===== config.mk =====
export PLATFORM = sky130hd
export DESIGN_NAME = lpcd_decoder
export DESIGN_NICKNAME = d
export VERILOG_FILES = /design/src/lpcd_sync.v /design/src/lpcd_decoder.v
export VERILOG_INCLUDE_DIRS = /design/src /design/src/src
export SDC_FILE = /design/constraint.sdc
export NUM_CORES = 1
export LEC_CHECK = 0
export BUFFER_PORTS_ARGS = -buffer_cell sky130_fd_sc_hd__buf_2
export CAP_MARGIN = 20
export CORE_MARGIN = 5
export CORE_UTILIZATION = 45
export DETAILED_ROUTE_END_ITERATION = 12
export HOLD_SLACK_MARGIN = 0.12
export PLACE_DENSITY = 0.79
export SYNTH_ARGS = -nofsm -noshare
export SYNTH_HDL_FRONTEND = slang
export SYNTH_SLANG_ARGS = --single-unit

===== constraint.sdc =====
create_clock -name clk -period 2.4 [get_ports clk]
set_clock_uncertainty 0.1 [all_clocks]
set_input_delay 0.12 -clock clk [delete_from_list [all_inputs] [get_ports clk]]
set_output_delay 0.12 -clock clk [all_outputs]
set_load 0.02 [all_outputs]

===== src/lpcd_defs.vh =====
// Purpose: constants for the command/address decoder
// Assumes: ten-bit command/address bus, two halves per command
// Notes:   command codes are on rising-half bits 3..0 (bit 0 first)
`ifndef LPCD_DEFS_VH
`define LPCD_DEFS_VH

`define LPCD_CA_W        10
// decoded command codes presented on cmd_code
`define LPCD_CMD_NONE    4'h0
`define LPCD_CMD_MRW     4'h1
`define LPCD_CMD_MRR     4'h2
`define LPCD_CMD_REFPB   4'h3
`define LPCD_CMD_REFAB   4'h4
`define LPCD_CMD_ACT     4'h5
`define LPCD_CMD_RD      4'h6
`define LPCD_CMD_WR      4'h7
`define LPCD_CMD_PRE     4'h8
`define LPCD_CMD_BST     4'h9
`define LPCD_CMD_SELF_REFRESH_MODE    4'hA
`define LPCD_CMD_DPD     4'hB
`define LPCD_CMD_PDE     4'hC
`define LPCD_CMD_PDX     4'hD
`define LPCD_CMD_NOP     4'hE
`define LPCD_CMD_ILLEGAL 4'hF
// power modes shown on power_mode
`define LPCD_PM_ACTIVE   2'h0
`define LPCD_PM_PD       2'h1
`define LPCD_PM_SELF_REFRESH_MODE     2'h2
`define LPCD_PM_DPD      2'h3

`endif


===== src/lpcd_sync.v =====
// Purpose: two-flop synchroniser for pins from outside the clock domain
// Assumes: nothing beyond a free-running clk
// Notes:   first stage is read only by the second
module lpcd_sync #(
	parameter W = 1
) (
	input  wire         clk,
	input  wire         rst_n,
	input  wire [W-1:0] d,
	output reg  [W-1:0] q
);
	reg [W-1:0] meta;

	always @(posedge clk or negedge rst_n) begin
		if (!rst_n) begin
			meta <= {W{1'b0}};
			q    <= {W{1'b0}};
		end else begin
			meta <= d;
			q    <= meta;
		end
	end
endmodule // lpcd_sync


===== src/lpcd_decoder.v =====
// Purpose: command/address decoder for a low-power DDR memory
// Assumes: true_clock much slower than clk; pins sampled through synchronisers
// Notes:   one-cycle cmd_valid per decoded command; fields held until next one
//          unknown codes, and per-bank refresh when BANKS is below 8, raise the sticky illegal_seen
`include "lpcd_defs.vh"

// Overview of operation
// unspecified sequences flagged illegal; recovery needs power-down and full re-init
// command identified from chip select, bits 0-3 and clock enable at rise
// chip select and clock enable sampled only on rising edges
// rise bits form first half, following fall bits form second half
// controller drives don't-care bits to valid levels; decoder ignores them
// bank_select taken from first-half bits 7-9; top bit unused on four banks (decoder copies bit 9 into bank_select for any BANKS)
// auto_precharge_flag in read/write second half requests bank precharge
// all_banks_flag in precharge targets every bank, bank_select ignored
// column bit zero implied zero; column_index starts at bit one
// per-bank refresh not for four-bank part; device reports it illegal
// self-refresh and deep power down exit seen from clock enable alone
// first-half codes decode mode write/read, refreshes, precharge, burst stop
// activate 01, read 101, write 100; fields from both halves
// mode write gives index and operand; mode read gives index only
// clock enable falling: self-refresh, deep power down or power down entry
// no-op when chip select high, or low with bits 0-2 high
// no-op never aborts an operation in progress
module lpcd_decoder #(
	parameter BANKS = 4
) (
	input  wire        clk,
	input  wire        rst_n,
	input  wire        true_clock,
	input  wire        chip_select_n,
	input  wire        clock_enable_pin,
	input  wire [9:0]  cmd_addr_bus,
	output reg         cmd_valid,
	output reg  [3:0]  cmd_code,
	output reg  [2:0]  bank_select,
	output reg  [14:0] row_index,
	output reg  [11:0] column_index,
	output reg         auto_precharge_flag,
	output reg         all_banks_flag,
	output reg  [7:0]  mode_reg_index,
	output reg  [7:0]  mode_reg_operand,
	output reg  [1:0]  power_mode,
	output reg         illegal_seen
);
	// ST_HALF: first half taken, second half due at the next fall
	localparam ST_IDLE = 1'b0;
	localparam ST_HALF = 1'b1;

	wire       s_clk;
	wire       s_cs_n;
	wire       s_cke;
	wire [9:0] s_ca;

	////////////////////////////////////////////////////////////////////////////
	// link clock rides the same synchroniser as the pins so each half sees its
	// bits with equal latency; true_clock must stay well below clk/4
	lpcd_sync #(.W(13)) u_sync (
		.clk   (clk),
		.rst_n (rst_n),
		.d     ({true_clock, chip_select_n, clock_enable_pin, cmd_addr_bus}),
		.q     ({s_clk, s_cs_n, s_cke, s_ca})
	);

	////////////////////////////////////////////////////////////////////////////
	reg       clk_d;
	reg       state;
	reg       cke_prev;
	reg       cs_r;
	reg [9:0] ca_r;
	reg       cke_r;

	// edge pulses act as one-cycle enables for the two capture points
	wire rise = s_clk & ~clk_d;
	wire fall = ~s_clk & clk_d;

	////////////////////////////////////////////////////////////////////////////
	// classify the first half; returns a command code
	function [3:0] first_kind;
		input       cs_n;
		input       cke_p;
		input       cke_n;
		input [3:0] c;
		begin
			// clock enable held low: maintain the power mode
			if (!cke_p && !cke_n)
				first_kind = `LPCD_CMD_NOP;
			else if (!cke_p && cke_n)
				first_kind = `LPCD_CMD_PDX;
			// clock enable falling
			else if (cke_p && !cke_n) begin
				if (cs_n)
					first_kind = `LPCD_CMD_PDE;
				else if (c[2:0] == 3'b100)
					first_kind = `LPCD_CMD_SELF_REFRESH_MODE;
				else if (c[2:0] == 3'b011)
					first_kind = `LPCD_CMD_DPD;
				else
					first_kind = `LPCD_CMD_ILLEGAL;
			// no-op encodings
			end else if (cs_n || c[2:0] == 3'b111)
				first_kind = `LPCD_CMD_NOP;
			else if (c[1:0] == 2'b10)
				first_kind = `LPCD_CMD_ACT;
			else if (c[2:0] == 3'b101)
				first_kind = `LPCD_CMD_RD;
			else if (c[2:0] == 3'b001)
				first_kind = `LPCD_CMD_WR;
			else begin
				// first-half opcode table
				case (c)
					4'h0:    first_kind = `LPCD_CMD_MRW;
					4'h8:    first_kind = `LPCD_CMD_MRR;
					4'h4:    first_kind = `LPCD_CMD_REFPB;
					4'hC:    first_kind = `LPCD_CMD_REFAB;
					4'hB:    first_kind = `LPCD_CMD_PRE;
					4'h3:    first_kind = `LPCD_CMD_BST;
					default: first_kind = `LPCD_CMD_ILLEGAL;
				endcase
			end
		end
	endfunction

	// kind comes from latched first-half state only, so second-half bits
	// can never change the identity of a command
	wire [3:0] kind = first_kind(cs_r, cke_prev, cke_r, ca_r[3:0]);

	////////////////////////////////////////////////////////////////////////////
	always @(posedge clk or negedge rst_n) begin
		if (!rst_n) begin
			clk_d               <= 1'b0;
			state               <= ST_IDLE;
			cke_prev            <= 1'b0;
			cs_r                <= 1'b1;
			ca_r                <= 10'h000;
			cke_r               <= 1'b0;
			cmd_valid           <= 1'b0;
			cmd_code            <= `LPCD_CMD_NONE;
			bank_select         <= 3'h0;
			row_index           <= 15'h0000;
			column_index        <= 12'h000;
			auto_precharge_flag <= 1'b0;
			all_banks_flag      <= 1'b0;
			mode_reg_index      <= 8'h00;
			mode_reg_operand    <= 8'h00;
			// power down after reset; cke_prev resets low, so a first command with cke high reads as exit
			power_mode          <= `LPCD_PM_PD;
			illegal_seen        <= 1'b0;
		end else begin
			clk_d     <= s_clk;
			cmd_valid <= 1'b0;
			// asynchronous exit; wins over a pending half, so a cut frame
			// is dropped rather than misread
			if (s_cke && (power_mode == `LPCD_PM_SELF_REFRESH_MODE || power_mode == `LPCD_PM_DPD)) begin
				power_mode <= `LPCD_PM_ACTIVE;
				cke_prev   <= 1'b1;
				cmd_valid  <= 1'b1;
				cmd_code   <= `LPCD_CMD_PDX;
				state      <= ST_IDLE;
				// deep power down exit ends the illegal episode
				if (power_mode == `LPCD_PM_DPD)
					illegal_seen <= 1'b0;
			end else if (rise) begin
				// cs/cke rise only
				// second-half select level is never looked at; enable is watched only by the self-refresh/deep power down exit above
				cs_r     <= s_cs_n;
				cke_r    <= s_cke;
				// first half capture
				ca_r     <= s_ca;
				state    <= ST_HALF;
			end else if (fall && state == ST_HALF) begin
				state    <= ST_IDLE;
				// cke of this rise becomes the previous level for the next command
				cke_prev <= cke_r;
				// decode at fall
				cmd_valid <= 1'b1;
				cmd_code  <= kind;
				// fields are written only by the commands that own them
				case (kind)
					`LPCD_CMD_MRW, `LPCD_CMD_MRR: begin
						// index and operand
						mode_reg_index <= {s_ca[1:0], ca_r[9:4]};
						if (kind == `LPCD_CMD_MRW)
							mode_reg_operand <= s_ca[9:2];
					end
					`LPCD_CMD_ACT: begin
						// row assembly
						row_index   <= {s_ca[9:8], ca_r[6:2], s_ca[7:0]};
						bank_select <= ca_r[9:7];
					end
					`LPCD_CMD_RD, `LPCD_CMD_WR: begin
						// column bit zero
						column_index        <= {s_ca[9:1], ca_r[6:5], 1'b0};
						// bank field
						bank_select         <= ca_r[9:7];
						// auto precharge
						auto_precharge_flag <= s_ca[0];
					end
					`LPCD_CMD_PRE: begin
						// all banks
						all_banks_flag <= ca_r[4];
						bank_select    <= ca_r[4] ? 3'h0 : ca_r[9:7];
					end
					`LPCD_CMD_REFPB: begin
						// four-bank part refuses per-bank refresh
						if (BANKS < 8) begin
							cmd_code     <= `LPCD_CMD_ILLEGAL;
							illegal_seen <= 1'b1;
						end
					end
					// power entries, and power-down exit
					`LPCD_CMD_SELF_REFRESH_MODE: power_mode <= `LPCD_PM_SELF_REFRESH_MODE;
					`LPCD_CMD_DPD:  power_mode <= `LPCD_PM_DPD;
					`LPCD_CMD_PDE:  power_mode <= `LPCD_PM_PD;
					`LPCD_CMD_PDX:  power_mode <= `LPCD_PM_ACTIVE;
					// sticky until deep power down exit
					`LPCD_CMD_ILLEGAL: illegal_seen <= 1'b1;
					// no-op keeps all state
					default: ;
				endcase
			end
		end
	end
endmodule // lpcd_decoder


Yosys cells after proc, flatten, opt, wreduce, memory -nomap -nowiden
Index checks and enable logic that the tools add are counted.
{ "totals": {"mem_bits_ro": 0, "inputBits": 15, "memories": 0, "latch_bits": 0, "ff_bits": 96, "output_inout_bits": 56, "ram_bits": 0, "wordCells": 116} }
{ "op_classes": {"div_mod_pow": 0, "n_shift": 0, "bitwise": 6, "n_mul": 0, "mux": 35, "n_lt_le_gt_ge": 0, "eq_ne": 27, "add_sub_neg": 0, "reduce_logical": 29} }
{ "op_table": {"columns": ["operator", "n"], "rows": [
  ["4-bit two-way mux", 11],
  ["4-bit equality test (second input constant)", 9],
  ["4-bit one-hot mux with 6 select lines", 1],
  ["4-bit AND reduction", 6],
  ["4-bit by 3-bit equality test with 1-bit output (second input constant)", 4],
  ["1-bit two-way mux", 14],
  ["4-bit by 2-bit equality test with 1-bit output (second input constant)", 3],
  ["3-bit two-way mux", 4],
  ["3-bit equality test (second input constant)", 3],
  ["2-bit one-hot mux with 4 select lines", 1],
  ["2-bit equality test (second input constant)", 3],
  ["2-bit two-way mux", 3],
  ["3-bit one-hot mux with 2 select lines", 1],
  ["2-bit nonzero test", 3],
  ["2-bit OR reduction", 3],
  ["1-bit logical AND", 5],
  ["5-bit AND reduction", 1],
  ["5-bit nonzero test", 1],
  ["4-bit by 1-bit equality test with 1-bit output (second input constant)", 1],
  ["4-bit zero test", 1],
  ["1-bit NOT", 4],
  ["2-bit AND reduction", 2],
  ["3-bit by 1-bit equality test with 1-bit output (second input constant)", 1],
  ["3-bit by 2-bit equality test with 1-bit output (second input constant)", 1],
  ["other kinds (8)", 11]
]} }

Logic depth before layout (Yosys ltp)
{ "logic_depth": {"depth_word": 15, "mapped_depth": 8, "mapped_depth_nobuf": 5} }

Hierarchy
A second synthesis with hierarchy kept.
{ "unflattened": {"cells_unflattened": 261, "area_unflattened_um2": 3802.4} }
{ "by_module_without_submodules": {"columns": ["module", "seq_area_each_um2", "cells_each", "area_per_inst_um2", "instances"], "rows": [
  ["lpcd_decoder", 1754.2, 235, 3151.8, 1],
  ["lpcd_sync", 650.6, 26, 650.6, 1]
]} }

Least setup slack after synthesis
OpenSTA, ideal clock, no wires.
{ "synth_timing": {"kind": "register to register", "startpoint": "register u_sync.q[12]", "endpoint": "register row_index[10]", "slack_ns": 0.073, "required_time_ns": 2.175, "setup_time_ns": 0.125, "path_buffers": 1, "t_arrival_ns": 2.102, "path_stages_with_launch": 7, "synth_period_minus_slack_ns": 2.327, "path_cell_list": "dfrtp_1 nand3b_2 nor4_4 nand2_1 nor3_4 buf_4 mux2_2"} }
{ "synth_via": {"elab_chain_len": 4, "word_cells_on_any_way": 6, "cone_classes": "bitwise: 4; reduce/logical: 2"} }
{ "synth_rtl": {"columns": ["item", "line_no", "source"], "rows": [
  ["start, declared", "lpcd_sync.v:10", "output reg [W-1:0] q"],
  ["start signal, assigned", "lpcd_sync.v:17", "q <= {W{1'b0}};"],
  ["start signal, assigned", "lpcd_sync.v:20", "q <= meta;"],
  ["1-bit NOT", "lpcd_decoder.v:75", "wire fall = ~s_clk & clk_d;"],
  ["1-bit AND", "lpcd_decoder.v:75", null],
  ["1-bit logical AND", "lpcd_decoder.v:171", "end else if (fall && state == ST_HALF) begin"],
  ["4-bit AND reduction (no line) (*)", null, null],
  ["end signal, assigned", "lpcd_decoder.v:188", "row_index <= {s_ca[9:8], ca_r[6:2], s_ca[7:0]};"],
  ["end, declared", "lpcd_decoder.v:37", "output reg [14:0] row_index,"]
]} }
Mark *: on every way between the ends. The rest lies on a longest branch, timed or not.
A chain may end at the register's enable or synchronous reset.

Worst setup path after layout
{ "layout_timing": {"startpoint": "register cs_r", "endpoint": "register mode_reg_operand[4]"} }
{ "layout_via": {"elab_chain_len": 8, "word_cells_on_any_way": 10, "cone_classes": "eq/ne: 2; mux: 5; reduce/logical: 3"} }
{ "layout_rtl": {"columns": ["item", "line_no", "source"], "rows": [
  ["start, declared", "lpcd_decoder.v:69", "reg cs_r;"],
  ["start signal, assigned", "lpcd_decoder.v:166", "cs_r <= s_cs_n;"],
  ["1-bit logical OR", "lpcd_decoder.v:101", "end else if (cs_n || c[2:0] == 3'b111)"],
  ["4-bit two-way mux", "lpcd_decoder.v:101", null],
  ["4-bit two-way mux (*)", "lpcd_decoder.v:91", "else if (cke_p && !cke_n) begin"],
  ["4-bit two-way mux (*)", "lpcd_decoder.v:88", "else if (!cke_p && cke_n)"],
  ["4-bit two-way mux (*)", "lpcd_decoder.v:86", "if (!cke_p && !cke_n)"],
  ["4-bit by 1-bit equality test with 1-bit output or 4-bit by 2-bit equality test with 1-bit output (tied branches)", "lpcd_decoder.v:179", "case (kind)"],
  ["2-bit OR reduction", "lpcd_decoder.v:179", null],
  ["5-bit AND reduction (no line) (*)", null, null],
  ["end signal, assigned", "lpcd_decoder.v:184", "mode_reg_operand <= s_ca[9:2];"],
  ["end, declared", "lpcd_decoder.v:42", "output reg [7:0] mode_reg_operand,"]
]} }
Marked as above.

==> metrics.txt <==
post-route setup slack=103.5 ps; CP Launch Type=register; chip width=approximately 100 µm; core area=about 8200 µm²; Async SR Flop Fraction=100.0%; cell with the most instances after synthesis=dfrtp_1; Worst-Margin Slew=approximately 840 ps; CP arrival=between 2000 and 2500 ps; GR Overflow Total=0; TritonCTS Buffers=9; die height=just over 100 µm; crit path max fanout=6; Initial Utilization=46.12%; CP Capture Type=register; Post-DP HPWL=between 5 and 6 mm; number of synthesized flops with an enable pin=0; Place WS=-112.1 ps; Layout Cells excl Fill=just under 500; vias=between 2000 and 3000; H-tree depth=3; Max Slew Vio Count=0; Synth Area in Adders=0%; Seq/Total Area, Yosys=63.45%; number of clock sinks=96; post-layout util=about 60%; drt via density=roughly 5.3; antenna violations before repair=0; layout net count=400; Post-Synth Simple-Gate Area=a little over a tenth; static leakage=between 2 and 2.5 nW; final number of hold-violating endpoints=0; final worst path period need=around 2300 ps; fmax=about 440 MHz; n_diodes=0; cell count after synthesis=between 200 and 300; Compound-Gate Fraction of Synth Area=7.329%; share of cells above drive strength 1=51.03%; fin crit share=95.69%; mux cell area share after synthesis=approximately 17%; IO Pins=about 70; Worst-path clk slew=~90 ps; Layout area overhead=29.98%; main combinational cell family by area after synthesis=multiplexers; Pwr Density=~880 nW/µm²; Rows=33; number of DRC markers in iteration 0=82; XOR/XNOR share of the synthesized area=less than 1%; drt pass-1 iters=4; routability cong.=roughly 0.84; RSZ-0062 raised after global routing=no; Hold Path Class=reg2reg; clock buffer depth=2; Peak supply drop=between 0.5 and 0.6 mV; fill count=~650; Critical Path RT=~2600 ps; leading area contributor after synthesis=dfrtp_1; placed cells=457; largest net degree at the start of global routing=68; Finish-stage setup viols=0; Cell Area, Synth=3790 µm²; CTS tree=yes; PortBufs=between 60 and 70; Yosys Warn Count=0; syn nets=between 200 and 300; number of synthesized register bits=96; main flop type after synthesis=dfrtp_1; vias in the first global route=2758; Total GRT Usage=around 18%; Routed wire per std cell=~17 µm; Skew-Pair Late Insertion Delay=360 ps; Final ANT Viol Nets=0; DIE AREA=about 10000 µm²; first-pass GRT wire length=approximately 14 mm; Yosys top cell area share=slightly above 60%; most frequent cells after synthesis=dfrtp_1, mux2_2, nand2_1; # DRC=0; Rel. slew slack=43.78%; number of distinct library cells after synthesis=between 50 and 60; Clock Tree Root=clkbuf_8; Max-Cap Viols=0; critical path type=reg2reg; outcome=completed; Routed WL=8.480 mm; Mean Syn Cell Area=14.47 µm²; top post-synthesis cells by area=dfrtp_1, mux2_2, dfstp_2, nand3_1, nand2_1
==> through the flow <==
stage                     hold slack, ps  cell area (µm²)  TNS, ps  power [mW]
after floorplan                   -275.6             3790        0       2.791
after global placement             127.8             4456   -651.3       3.240
after detailed placement           129.4             4456    -1124       3.280
after CTS                          257.3             4843        0       4.312
after global routing               264.0             4926        0       4.556
final                              252.0             4926        0       4.335
==> worst max-delay path, cell delays in order, from the launching register on <==
cell     delay, ps
dfstp_2        400
buf_4          130
nor2b_2        330
nand4_1        140
buf_4          170
nor4_4         380
buf_4          210
mux2_2         330
==> cells in the final DEF, fill, tap and decap left out, types with 3 or more instances in the layout <==
cell,instances
buf_4,35
o21ai_0,5
o211ai_1,3
nand2_1,11
nand4b_1,3
a21o_1,3
a21oi_1,4
mux2_2,52
dfrtp_1,93
dlygate4sd3_1,14
nand2b_1,6
mux2_4,4
clkbuf_8,10
nor2_1,5
nand3_1,10
buf_2,68
==> sequential cells by signal, indices dropped and copies added (netlist names), 2 cells and up <==
name	flops
ca_r	10
power_mode	2
u_sync.meta	13
mode_reg_index	8
bank_select	3
u_sync.q	13
column_index	11
row_index	15
cmd_code	4
mode_reg_operand	8
==> kinds of logic (layout without fill, tap and decap cells) <==
group / count (synthesis) / count (layout)
compound gates: 35 / 35
xor+xnor: 1 / 1
buf+inv: 11 / 139
flops: 96 / 96
mux: 56 / 56
other cells: 1 / 1
simple gates: 62 / 62
==> final timing paths <==
check | startpoint | end | slack, ps | depth (start not counted)
setup reg to reg | cs_r$_DFFE_PN1P_ | mode_reg_operand[4]$_DFFE_PN0P_ | 100 | 7
setup / recovery | cs_r$_DFFE_PN1P_ | mode_reg_operand[4]$_DFFE_PN0P_ | 100 | 7
hold / removal | u_sync.meta[7]$_DFF_PN0_ | u_sync.q[7]$_DFF_PN0_ | 250 | 0
min in group asynchronous | rst_n | mode_reg_index[5]$_DFFE_PN0P_ | 300 | 2
max in group asynchronous | rst_n | row_index[1]$_DFFE_PN0P_ | 1240 | 3
hold reg to reg | u_sync.meta[7]$_DFF_PN0_ | u_sync.q[7]$_DFF_PN0_ | 250 | 0
==> layer usage <==
metal / vias up / wire length, µm / global-route usage (%)
met5: - / 0 / 0
met4: 0 / 142 / 8.078
met3: 15 / 527 / 4.201
met2: 86 / 4287 / 28.52
met1: 1323 / 3522 / 22.36
li1: 1204 / - / -
==> area by class of cell <==
class	instances	area, µm²	area share, %
clock inverters	4	37.54	0.7620
clock buffers	12	145.1	2.946
inverters	2	7.507	0.1524
repair buffers	121	805.8	16.36
flip-flops and latches	96	2406	48.84
multi-input cells	155	1393	28.27
well taps	105	131.4	2.667
==> where the power goes <==
part / total (mW) / internal, mW / switching (mW)
combinational: 1.28 / 0.559 / 0.721
clock: 0.988 / 0.422 / 0.567
sequential: 2.07 / 1.89 / 0.178
==> timing repair <==
action,CTS,global route
setup endpoints to repair,31,18
buffers inserted,4,5
hold endpoints to repair,77,0
hold buffers,14,0
pin swaps,4,3
resized for setup,4,16
Power figures use the tool's default switching activity.
